$ cat src/design/usg_params.svh
// register map, field positions, reset values and pulse timing of the update strobe generator
`ifndef USG_PARAMS_SVH
`define USG_PARAMS_SVH
`define USG_IDX_W 6
`define USG_PERIOD_IDX 6'h16
`define USG_CTRL_IDX 6'h1f
`define USG_STAT_IDX 6'h30
`define USG_CTRL_INT_BIT 0
`define USG_STAT_PIN_BIT 0
`define USG_STAT_INT_BIT 1
`define USG_STAT_CNT_LSB 16
`define USG_PERIOD_RST 32'h0000_00ff
`define USG_CTRL_RST 32'h0000_0001
`define USG_PULSE_CYC 4'h8
`endif

$ cat src/design/usg_pkg.sv
// types shared by the update strobe generator modules
package usg_pkg;
  typedef logic [31:0] usg_word_t;
  typedef logic [3:0] usg_hold_t;
  typedef logic [15:0] usg_evcnt_t;
endpackage : usg_pkg

$ cat src/design/usg_cnt_if.sv
// link between the strobe control logic and the period down-counter
`timescale 1ns/100ps
interface usg_cnt_if;
  import usg_pkg::*;
  usg_word_t period;
  logic run;
  logic fire;
  modport gen (input period, input run, output fire);
  modport ctl (output period, output run, input fire);
endinterface : usg_cnt_if

$ cat src/design/usg_period_gen.sv
// period down-counter running at half the system clock rate
`timescale 1ns/100ps
`include "usg_params.svh"
module usg_period_gen
  import usg_pkg::*;
(
  // clock and reset
  input wire logic sys_clk,
  input wire logic rst_n,
  // counter link
  usg_cnt_if.gen cnt
);
  usg_word_t cnt_q, cnt_d;
  logic phase_q, phase_d;
  logic fire_q, fire_d;

  // each count value lasts two system clocks, so a period is 2*(n+1) cycles
  always_comb begin
    cnt_d = cnt_q;
    phase_d = 1'b0;
    fire_d = 1'b0;
    if (!cnt.run) begin
      cnt_d = cnt.period;
    end else begin
      phase_d = ~phase_q;
      if (phase_q) begin
        if (cnt_q == 32'h0000_0000) begin
          fire_d = 1'b1;
          cnt_d = cnt.period;
        end else begin
          cnt_d = cnt_q - 32'h0000_0001;
        end
      end
    end
  end

  always_ff @(posedge sys_clk or negedge rst_n) begin
    if (!rst_n) begin
      cnt_q <= `USG_PERIOD_RST;
      phase_q <= 1'b0;
      fire_q <= 1'b0;
    end else begin
      cnt_q <= cnt_d;
      phase_q <= phase_d;
      fire_q <= fire_d;
    end
  end

  assign cnt.fire = fire_q;
endmodule : usg_period_gen

$ cat src/design/usg_top.sv
// update strobe generator: wishbone registers, internal/external strobe, core update
// Function
// - core update happens only on a rising update strobe edge, pin or counter.
// - external strobe passes a two-flop synchroniser before any use.
// - internal mode is the default; clearing the select bit picks external mode.
// - counter runs at half system clock, updates when it reaches zero.
// - internal updates are spaced (period+1) times two system clocks.
// - each internal pulse on the strobe pin stays high eight system clocks.
// - internal strobe drives both the core update and the strobe pin.
// - active-high master reset returns all registers to their defaults.
//
// The Wishbone register port is this design's own decision.
`timescale 1ns/100ps
`include "usg_params.svh"
module usg_top
  import usg_pkg::*;
(
  // clock and reset
  input wire logic sys_clk,
  input wire logic rst_n,
  input wire logic master_reset,
  // wishbone slave
  input wire logic wb_cyc_i,
  input wire logic wb_stb_i,
  input wire logic wb_we_i,
  input wire logic [7:0] wb_adr_i,
  input wire logic [3:0] wb_sel_i,
  input wire logic [31:0] wb_dat_i,
  output logic [31:0] wb_dat_o,
  output logic wb_ack_o,
  // update strobe pin
  input wire logic strobe_i,
  output logic strobe_o,
  output logic strobe_oe,
  // core transfer
  output logic core_update
);
  usg_cnt_if cnt ();

  usg_period_gen u_gen (
    .sys_clk(sys_clk),
    .rst_n(rst_n),
    .cnt(cnt)
  );

  // synchronisers for the pin and the master reset
  logic pin_s1_q, pin_s2_q, pin_s3_q;
  logic mr_s1_q, mr_s2_q;
  always_ff @(posedge sys_clk or negedge rst_n) begin
    if (!rst_n) begin
      pin_s1_q <= 1'b0;
      pin_s2_q <= 1'b0;
      pin_s3_q <= 1'b0;
      mr_s1_q <= 1'b0;
      mr_s2_q <= 1'b0;
    end else begin
      pin_s1_q <= strobe_i;
      pin_s2_q <= pin_s1_q;
      pin_s3_q <= pin_s2_q;
      mr_s1_q <= master_reset;
      mr_s2_q <= mr_s1_q;
    end
  end

  // register file
  usg_word_t period_q, period_d;
  logic int_q, int_d;
  usg_evcnt_t evcnt_q, evcnt_d;
  logic ack_q, ack_d;
  usg_word_t rdat_q, rdat_d;
  logic [31:0] wmask;
  logic [`USG_IDX_W-1:0] idx;
  logic wr_now;
  localparam usg_word_t ctrl_rst = `USG_CTRL_RST;

  genvar b;
  generate
    for (b = 0; b < 4; b++) begin : g_lane
      assign wmask[8*b+7:8*b] = {8{wb_sel_i[b]}};
    end
  endgenerate

  assign idx = wb_adr_i[7:2];
  // the write lands on the edge where the master sees ack
  assign wr_now = wb_cyc_i && wb_stb_i && wb_we_i && ack_q;

  always_comb begin
    period_d = period_q;
    int_d = int_q;
    evcnt_d = evcnt_q;
    ack_d = wb_cyc_i && wb_stb_i && !ack_q;
    rdat_d = 32'h0000_0000;
    if (core_update) begin
      evcnt_d = evcnt_q + 16'h0001;
    end
    if (wr_now && idx == `USG_PERIOD_IDX) begin
      period_d = (period_q & ~wmask) | (wb_dat_i & wmask);
    end
    if (wr_now && idx == `USG_CTRL_IDX && wb_sel_i[0]) begin
      int_d = wb_dat_i[`USG_CTRL_INT_BIT];
    end
    if (ack_d) begin
      unique case (idx)
        `USG_PERIOD_IDX: rdat_d = period_q;
        `USG_CTRL_IDX: rdat_d[`USG_CTRL_INT_BIT] = int_q;
        `USG_STAT_IDX: begin
          rdat_d[`USG_STAT_PIN_BIT] = pin_s2_q;
          rdat_d[`USG_STAT_INT_BIT] = int_q;
          rdat_d[31:`USG_STAT_CNT_LSB] = evcnt_q;
        end
        default: rdat_d = 32'h0000_0000;
      endcase
    end
    if (mr_s2_q) begin
      period_d = `USG_PERIOD_RST;
      int_d = ctrl_rst[`USG_CTRL_INT_BIT];
      evcnt_d = 16'h0000;
    end
  end

  always_ff @(posedge sys_clk or negedge rst_n) begin
    if (!rst_n) begin
      period_q <= `USG_PERIOD_RST;
      int_q <= ctrl_rst[`USG_CTRL_INT_BIT];
      evcnt_q <= 16'h0000;
      ack_q <= 1'b0;
      rdat_q <= 32'h0000_0000;
    end else begin
      period_q <= period_d;
      int_q <= int_d;
      evcnt_q <= evcnt_d;
      ack_q <= ack_d;
      rdat_q <= rdat_d;
    end
  end

  assign wb_ack_o = ack_q;
  assign wb_dat_o = rdat_q;
  assign cnt.period = period_q;
  assign cnt.run = int_q && !mr_s2_q;

  // strobe pin and core update
  usg_hold_t hold_q, hold_d;
  logic strobe_q, strobe_d, oe_q, oe_d, upd_q, upd_d;
  logic ext_edge;
  assign ext_edge = pin_s2_q && !pin_s3_q;

  always_comb begin
    hold_d = (hold_q != 4'h0) ? hold_q - 4'h1 : 4'h0;
    if (cnt.fire) begin
      hold_d = `USG_PULSE_CYC;
    end
    strobe_d = int_q && (hold_d != 4'h0);
    oe_d = int_q;
    upd_d = int_q ? cnt.fire : ext_edge;
  end

  always_ff @(posedge sys_clk or negedge rst_n) begin
    if (!rst_n) begin
      hold_q <= 4'h0;
      strobe_q <= 1'b0;
      oe_q <= 1'b0;
      upd_q <= 1'b0;
    end else begin
      hold_q <= hold_d;
      strobe_q <= strobe_d;
      oe_q <= oe_d;
      upd_q <= upd_d;
    end
  end

  assign strobe_o = strobe_q;
  assign strobe_oe = oe_q;
  assign core_update = upd_q;

  // helper: cycles between internal fires and the period loaded at the last reload
  logic [33:0] gap_q;
  usg_word_t per_q, ref_q;
  logic armed_q;
  always_ff @(posedge sys_clk or negedge rst_n) begin
    if (!rst_n) begin
      gap_q <= 34'h0;
      per_q <= 32'h0000_0000;
      ref_q <= 32'h0000_0000;
      armed_q <= 1'b0;
    end else begin
      gap_q <= cnt.fire ? 34'h1 : gap_q + 34'h1;
      // the reload sits on the same edge that raises the registered fire, one edge before ref_q samples it
      per_q <= period_q;
      ref_q <= cnt.fire ? per_q : ref_q;
      armed_q <= cnt.run && (cnt.fire || armed_q);
    end
  end
endmodule : usg_top

$ cat config.mk
export PLATFORM = sky130hd
export DESIGN_NAME = usg_top
export DESIGN_NICKNAME = d
export VERILOG_FILES = /design/src/design/usg_pkg.sv /design/src/design/usg_cnt_if.sv /design/src/design/usg_period_gen.sv /design/src/design/usg_top.sv
export VERILOG_INCLUDE_DIRS = /design/src /design/src/design
export SDC_FILE = /design/constraint.sdc
export NUM_CORES = 1
export LEC_CHECK = 0
export BUFFER_PORTS_ARGS = -buffer_cell sky130_fd_sc_hd__buf_2
export CORE_MARGIN = 4
export CORE_UTILIZATION = 39
export CTS_BUF_LIST = sky130_fd_sc_hd__clkbuf_16
export CTS_CLUSTER_SIZE = 12
export DETAILED_ROUTE_END_ITERATION = 10
export GPL_ROUTABILITY_DRIVEN = 0
export PLACE_DENSITY_LB_ADDON = 0.3
export SYNTH_ARGS = -nofsm -noshare
export SYNTH_HDL_FRONTEND = slang
export SYNTH_SLANG_ARGS = --single-unit
$ cat constraint.sdc
create_clock -name sys_clk -period 3.2 [get_ports sys_clk]
set_input_delay 0.16 -clock sys_clk [delete_from_list [all_inputs] [get_ports sys_clk]]
set_output_delay 0.16 -clock sys_clk [all_outputs]
set_load 0.02 [all_outputs]
* Word-level counts from Yosys, hierarchy flattened
Cells that the tools add are included.
Storage, ports and cells: flip-flop bits (word level) 128, input bits 51
Operators by class: add/sub/neg operators 3, eq/ne operators 4, mux-type cells 21, bitwise logic cells 5, reduce and logical (&&, ||, !) cells 19
Operators with widths (count):
- $mux 32 | 6
- $and 32x32->32 | 2
- $logic_not 32->1 | 1
- $mux 16 | 2
- $not 32->32 | 1
- $or 32x32->32 | 1
- $pmux 16 s2 | 1
- $sub 32x1->32 const B | 1
- $add 16x1->16 const B | 1
- $mux 14 | 1
- $eq 6x5->1 const B | 2
- $logic_and 1x1->1 | 10
- $mux 4 | 2
- $reduce_bool 4->1 | 2
- $mux 1 | 7
- $eq 6x6->1 const B | 1
- $reduce_bool 2->1 | 3
- $sub 4x1->4 const B | 1
- $logic_not 1->1 | 3
- $pmux 1 s3 | 1
- $ne 2x2->1 const B | 1
- $pmux 1 s2 | 1
- $not 1->1 | 1

* Longest topological paths before layout
Gate-level depths: netlist of the first run.
word-level depth 7, gate-level depth with buffers 9, gate-level depth less buffers 8

* Cells and area by module
Synthesis of the first run repeated with hierarchy kept, for this count alone.
Second synthesis, totals: cells, all modules 610, area, all modules 6318.6 um^2
By module, submodules not included:
- usg_top | instances 1, cells each 333, area an instance 3849.9 um^2, seq. area each 2363.5 um^2
- usg_period_gen | instances 1, cells each 277, area an instance 2468.6 um^2, seq. area each 860.8 um^2

* Worst setup path after synthesis of the first run
No wires, ideal clock.
path kind reg-to-reg, start point register u_gen.cnt_q[17], end point register u_gen.cnt_q[30], data arrival time 2.283 ns, data required time 3.074 ns, setup slack 0.791 ns, cell stages (with the launch flop) 9, buffers on the path 2, cells stage by stage dfrtp_1 > or3_4 > or4_4 > buf_6 > or3_4 > buf_6 > nand3_2 > nor2_1 > a221o_1
On the way: cells in the longest elaborated chain, start to end 4
Ends and longest elaborated chain:
- from (decl) | RTL line usg_period_gen.sv:13 | usg_word_t cnt_q, cnt_d;
- from (signal assigned) | RTL line usg_period_gen.sv:39 | cnt_q <= `USG_PERIOD_RST;
- from (signal assigned) | RTL line usg_period_gen.sv:43 | cnt_q <= cnt_d;
- $sub 32x1->32 / $logic_not 32->1 (equally long branches) | RTL line usg_period_gen.sv:31, usg_period_gen.sv:27
- $mux 32 * | RTL line usg_period_gen.sv:27 | if (cnt_q == 32'h0000_0000) begin
- $mux 32 * | RTL line usg_period_gen.sv:26 | if (phase_q) begin
- $mux 32 * | RTL line usg_period_gen.sv:22 | if (!cnt.run) begin
Mark *: on every way between the ends. The rest lies on a longest branch, timed or not. The select of a mux whose other input is x is not followed. A chain may end at the register's enable or synchronous reset.

* Worst setup path in the final report of the first run
start point register u_gen.cnt_q[9], end point register u_gen.cnt_q[27]
Same word-level chain as after synthesis.

==> impl_results.md, run 1 <==
- Die area: about 0.017 mm²
- Setup bufs post-CTS: 0
- Worst endpoint required time: roughly 3.6 ns
- Hold Violations, Final: 0
- Crit-path leading delay family: simple AND/OR/NAND/NOR gates
- RSZ-0062 raised after global routing: no
- Power Total: 4.155 mW
- Outcome: finished clean
- # DRC: 0
- Slew @ Worst Pin: 1.063 ns
- Net Sw Frac: 23.26%
- Worst path max stage delay: 0.58 ns
- Depth of the CTS H-tree: 4
- Num ports: 87
- Chip width: roughly 130 µm
- Max Cap Viol: 0
- Synth top area cells: dfrtp_1, dfstp_2, nor2_1
- Critical path class: reg2reg
- Fin cells: 913
- All-layer global routing usage: 18.86%
- Starting DRT DRC Count: about 370
- Initial antenna violation count: 0
- PwrDens: 563.3 mW/mm²
- Layout area overhead: 24.10%
- CP cell instances: nor4_1, nand3_1, or3_4, o21ai_2, buf_4, a22o_1, a31o_1
- Worst r2r path cells: 7
- Routed wire per std cell: 17.40 µm
- CP endpoint kind: register
- Comb pwr share: 9.1%
- Yosys warnings: 0
- Input/output buffers: 84
- Slew Limit Fails: 0
- GRT overflow: 0
- Clk sink count: 128
- Final hold slack: 0.01176 ns
- Clock group share of total power: between 40% and 50%
- Avg Vias per Cell: 5.657
- WP buf/inv: 1
- Slowest-stage cell, CP: nor4_1
- First-pass GRT wire length: 26.57 mm
- CTS tree: yes
- Post-synth cell types: 58
- Max clock buf depth: 2
- R2R Path Start: u_gen.cnt_q[9]
- Layout cells sized above 1: 20.71%
- HP Class: in2reg
- WHS Endpoint: cnt.period[27]
- Syn avg cell area: between 9 and 10 µm²
- NetSw: 0.9667 mW
- Dpl hpwl: 10.83 mm
- Core area: 0.01475 mm²
- Arr. time, crit path: approximately 3 ns
- Starting Density: 40.29%
- Largest net degree at the start of global routing: 54
- CTS resizes: 0
- Worst Skew: 0.004464 ns
- Syn Nets: 672
- Seq/Total Area, Yosys: 54.24%
- WL final: roughly 16 mm
- Dpl cells: 865
- Finished Core Util: 50.00%
- FF-to-FF setup slack: 0.48 ns
- CP Launch Type: register
- Ant. Diodes: 0
- Ys flop type: dfrtp_1
- Yosys reg bits: 128
- Mapped cell area: 0.005944 mm²
- Leakage power: about 3.4 nW
- Ys async rst share: 100.0%
- Peak fanout along the critical path: 12
- Clk Latency, worst-skew pair: 0.42 ns
- Period utilization: 85.07%
- Maximum VDD drop: 0.3104 mV
- Vias in the first global route: 5272
- # setup viols final: 0
- Chip height: 131.5 µm
- HP Start: wb_dat_i[27]
- Post-synthesis cell count: 616
- Max-slew headroom: 28.87%
- Leading area contributor after synthesis: dfrtp_1
- Fmax: 367.3 MHz
- Synth top cells by count: dfrtp_1, nor2_1, nand2_1, nand3_1, a21oi_1
- Final min period: around 2.7 ns
- Yosys top cell area share: between 40% and 50%
- Routed Antenna Nets: 0
- CP startpoint: u_gen.cnt_q[9]
- Net count, final: 772
- Root buffer cell: clkbuf_16
- Drt first pass iters: 5
- Setup TNS: 0 ns
- Number of cell rows: 44
- Most common cell in the synthesized netlist: dfrtp_1
- Internal: 3.189 mW
- Reg-to-reg endpoint: u_gen.cnt_q[27]
- Reg power frac: 41.7%
- Vias after detailed routing: 5165
- Hold Path Cell Cnt: 3
- Total CTS buffers: 17
- Clk slew on worst S/H paths: 0.05 ns
- EDFF count, synth: 0
==> final cells by class <==
type	count	area (µm²)
multi-input cells	431	2495
repair buffers	117	723.2
fillers	1394	7377
inverters	21	78.83
well taps	184	230.2
clock buffers	17	425.4
flip-flops and latches	128	3224
clock inverters	15	200.2
==> placed cells by master (no fill, tap or decap), types with 8 or more instances in the layout <==
| cell | instances |
|---|---|
| dfrtp_1 | 111 |
| buf_2 | 83 |
| nor2_1 | 69 |
| nand2_1 | 55 |
| nand3_1 | 50 |
| a21oi_1 | 45 |
| inv_1 | 22 |
| and3_1 | 21 |
| nor3_1 | 20 |
| a22oi_1 | 20 |
| o21ai_0 | 20 |
| clkbuf_16 | 17 |
| dfstp_2 | 17 |
| buf_4 | 17 |
| dlygate4sd3_1 | 16 |
| nand4_1 | 14 |
| a211o_1 | 11 |
| xor2_1 | 11 |
| or3_1 | 8 |
| nor4_1 | 8 |
==> worst max-delay path by stage <==
stage                           end  slack (ns)  cells past startpoint
global placement    u_gen.cnt_q[27]        0.58                      7
global route        u_gen.cnt_q[15]        0.30                      7
detailed placement   u_gen.cnt_q[8]        0.53                      9
CTS                 u_gen.cnt_q[27]        0.52                      7
finish              u_gen.cnt_q[27]        0.48                      7
floorplan           u_gen.cnt_q[30]        0.79                      8
==> routing by layer <==
| metal | global-route usage (%) | part of all wire (%) |
|---|---|---|
| met4 | 6.593 | 1.5 |
| met2 | 31.52 | 50 |
| met3 | 5.199 | 5.6 |
| met1 | 23.63 | 43 |
| met5 | 0 | 0 |
==> power groups by stage <==
stage / combinational, mW / clock, mW / sequential, mW
after floorplan: 0.221 / 0 / 1.75
after global routing: 0.423 / 2.17 / 1.74
after global placement: 0.343 / 0 / 1.75
final: 0.378 / 2.05 / 1.73
after detailed placement: 0.366 / 0 / 1.76
after CTS: 0.381 / 2.08 / 1.73
==> worst register-to-register path: cells and delay by family, from the launching register on <==
family / cells / cell delay [ns]
AO/OA/AOI/OAI: 3 / 0.53
flip-flops: 1 / 0.44
buffers and inverters: 1 / 0.26
AND/OR/NAND/NOR: 3 / 1.44
==> sequential cells by signal (all words and copies together) (netlist names) <==
signal	cells
evcnt_q	16
int_q	1
core_update	1
cnt.period	32
hold_q	4
u_gen.phase_q	1
strobe_oe	1
strobe_o	1
mr_s2_q	1
u_gen.cnt.fire	1
wb_dat_o	32
pin_s1_q	1
pin_s2_q	1
mr_s1_q	1
pin_s3_q	1
wb_ack_o	1
u_gen.cnt_q	32
==> cell families after synthesis <==
kind of cell | synth area share (%)
AOI/OAI and AO/OA | 15.37
xor gates and xnor gates | 2.063
adders and majority gates | 1.052
buffers and inverters | 3.957
DFF | 54.24
muxes | 0.5052
and+or+nand+nor | 22.82
==> timing repair <==
item,4_1_cts,5_1_grt
hold buffers,14,2
setup endpoints to repair,0,0
endpoints found under the hold margin,56,2
==> stage by stage <==
stage / worst slack [ns] / cell area [µm²]
after global placement: 0.5822 / 6591
after detailed placement: 0.5331 / 6591
after CTS: 0.5235 / 7357
final: 0.4778 / 7377
after floorplan: 0.7912 / 5944
after global routing: 0.2971 / 7377
No activity file was read; power rests on OpenSTA's default activity.
==> run 2: changes to the inputs <==
--- a/config.mk
+++ b/config.mk
@@ -7,6 +7,9 @@
 export NUM_CORES = 1
 export LEC_CHECK = 0
 export BUFFER_PORTS_ARGS = -buffer_cell sky130_fd_sc_hd__buf_2
+export CELL_PAD_IN_SITES_DETAIL_PLACEMENT = 1
+export CELL_PAD_IN_SITES_GLOBAL_PLACEMENT = 1
+export CORE_ASPECT_RATIO = 0.8
 export CORE_MARGIN = 4
 export CORE_UTILIZATION = 39
 export CTS_BUF_LIST = sky130_fd_sc_hd__clkbuf_16
==> impl_results.md, run 2 (synthesis results as in run 1) <==
- CP endpoint kind: register
- Core area: 0.01496 mm² (+1.4%)
- WHS Endpoint: cnt.period[28]
- # DRC: 0 (unchanged)
- Peak fanout along the critical path: 13 (+1)
- Max Cap Viol: 0 (unchanged)
- PwrDens: 598.7 mW/mm² (+6.3%)
- WL final: 18.72 mm (+18%)
- Chip height: 118.4 µm (-9.9%)
- Placed cell areas: 0.006613 mm² (+0.32%)
- Final min period: 2.874 ns (+0.1521 ns)
- All-layer global routing usage: 22.46% (+3.6 points)
- Setup bufs post-CTS: 0 (unchanged)
- Die area: 0.01729 mm² (about the same)
- Hold Violations, Final: 0 (unchanged)
- Initial antenna violation count: 1 (+1)
- Root buffer cell: clkbuf_16
- Arr. time, crit path: 3.19 ns (+0.11 ns)
- Leakage power: 3.421 nW (+1.3%)
- Most common cell after layout, fill and taps aside: dfrtp_1
- Setup TNS: 0 ns (unchanged)
- Clk sink count: 128 (unchanged)
- R2R Path Start: u_gen.cnt_q[0]
- Chip width: 146.0 µm (+11%)
- Largest net degree at the start of global routing: 66 (+22%)
- # setup viols final: 0 (unchanged)
- Total CTS buffers: 17 (unchanged)
- Layout cells sized above 1: 21.92% (+1.2 points)
- Max-slew headroom: 22.47% (-6.4 points)
- Starting Density: 39.72% (-0.57 points)
- Clk slew on worst S/H paths: 0.06 ns (about the same)
- Worst path max stage delay: 0.87 ns (+0.29 ns)
- HP Start: wb_dat_i[28]
- Maximum VDD drop: 0.3511 mV (+13%)
- RSZ-0062 raised after global routing: no
- Depth of the CTS H-tree: 4 (unchanged)
- CTS tree: yes
- Input/output buffers: 84 (unchanged)
- Clock group share of total power: 52.6% (+3.4 points)
- Slew @ Worst Pin: 1.159 ns (+0.09559 ns)
- Clk Latency, worst-skew pair: 0.43 ns (about the same)
- Starting DRT DRC Count: 512 (+37%)
- Reg power frac: 38.7% (-3.0 points)
- Vias after detailed routing: 5311 (+2.8%)
- Crit-path leading delay family: simple AND/OR/NAND/NOR gates
- Worst r2r path cells: 9 (+2)
- Worst Skew: 0.007540 ns (+0.003076 ns)
- Finished Cell Area: 0.007478 mm² (+1.4%)
- Most frequent cells in the layout: dfrtp_1, buf_2, nor2_1
- Routed Antenna Nets: 0 (unchanged)
- Avg Vias per Cell: 5.773 (+2.0%)
- Final hold slack: 0.01217 ns (+0.0004094 ns)
- Dpl hpwl: 12.75 mm (+18%)
- Net Sw Frac: 23.08% (-0.19 points)
- Period utilization: 89.82% (+4.8 points)
- Slew Limit Fails: 0 (unchanged)
- Fmax: 347.9 MHz (-5.3%)
- Net count, final: 773 (+0.13%)
- Critical path class: reg2reg
- Reg-to-reg endpoint: u_gen.cnt_q[8]
- WP buf/inv: 2 (+1)
- Vias in the first global route: 5765 (+9.4%)
- Comb pwr share: 8.7% (-0.4 points)
- HP Class: in2reg
- NetSw: 1.033 mW (+6.9%)
- Num ports: 87 (unchanged)
- Worst endpoint required time: 3.51 ns (-0.04 ns)
- Internal: 3.444 mW (+8.0%)
- Routed wire per std cell: 20.35 µm (+17%)
- Hold Path Cell Cnt: 3 (unchanged)
- FF-to-FF setup slack: 0.33 ns (-0.15 ns)
- CP cell instances: inv_1, ha_1, nor4b_1, nand3_1, nor4_1, buf_4, nor2_1, a31oi_1, o22a_1
- Layout area overhead: 25.81%
- Slowest-stage cell, CP: nor2_1
- Max clock buf depth: 2 (unchanged)
- CP Launch Type: register
- Number of cell rows: 40 (-9.1%)
- GRT overflow: 0 (unchanged)
- Outcome: finished clean
- First-pass GRT wire length: 31.06 mm (+17%)
- Drt first pass iters: 4 (-1)
-- run 2: cell types whose count changed in the layout (fill, tap and decap cells not counted) --
cell,change
dlygate4sd3_1,-1
buf_4,+2
diode_2,+1
clkinv_2,+3
bufinv_16,+3
inv_6,+1
inv_1,-2
clkinv_1,-5
-- run 2: layout make-up --
| cell class | instances | area (µm²) |
|---|---|---|
| timing repair buffer | 118 | 728.2 |
| multi-input combinational | 431 | 2495 |
| antenna | 1 | 2.502 |
| inverter | 21 | 78.83 |
| sequential | 128 | 3224 |
| tap | 189 | 236.5 |
| fill | 1702 | 7486 |
| clock inverter | 15 | 287.8 |
| clock buffer | 17 | 425.4 |
-- run 2: what timing repair did --
action / CTS / global route
endpoints found under the hold margin: 35 / 0
hold buffers: 15 / 0
resized for setup: 0 / 0
-- run 2: per-stage QoR --
| step | power, mW | instances | utilization, % | setup WS, ns |
|---|---|---|---|---|
| after floorplan | 1.971 | 616 | - | 0.7912 |
| after global placement | 2.105 | 872 | 44.19 | 0.4967 |
| after detailed placement | 2.136 | 872 | 44.19 | 0.3852 |
| after CTS | 4.511 | 919 | 49.96 | 0.3560 |
| after global routing | 4.634 | 919 | 49.96 | 0.1306 |
| final | 4.478 | 920 | 49.97 | 0.3257 |
-- run 2: tightest hold or removal path, cell delays in order --
cell and delay (ns):
buf_2 0.10, nand3_1 0.08, a21oi_1 0.07
-- run 2: how the worst max path moves through the flow --
stage / from / to / slack (ns) / cells after the start
2_1_floorplan: u_gen.cnt_q[17] / u_gen.cnt_q[30] / 0.79 / 8
3_3_place_gp: u_gen.cnt_q[17] / u_gen.cnt_q[19] / 0.50 / 6
3_5_place_dp: u_gen.cnt_q[0] / u_gen.cnt_q[8] / 0.39 / 9
4_1_cts: u_gen.cnt_q[0] / u_gen.cnt_q[8] / 0.36 / 9
5_1_grt: u_gen.cnt_q[0] / u_gen.cnt_q[26] / 0.13 / 9
6_report: u_gen.cnt_q[0] / u_gen.cnt_q[8] / 0.33 / 9
-- run 2: power by group through the flow --
stage | clock network (mW) | logic [mW] | registers, mW
2_1_floorplan | 0 | 0.221 | 1.75
3_3_place_gp | 0 | 0.353 | 1.75
3_5_place_dp | 0 | 0.378 | 1.76
4_1_cts | 2.39 | 0.395 | 1.73
5_1_grt | 2.46 | 0.433 | 1.74
6_report | 2.35 | 0.391 | 1.73
-- run 2: metal layers --
layer	up-vias	global-route usage (%)	wire length [µm]
met2	173	35.67	8733
li1	2435	-	-
met5	-	0	0
met1	2671	30.25	8587
met4	0	9.283	413
met3	32	4.446	991
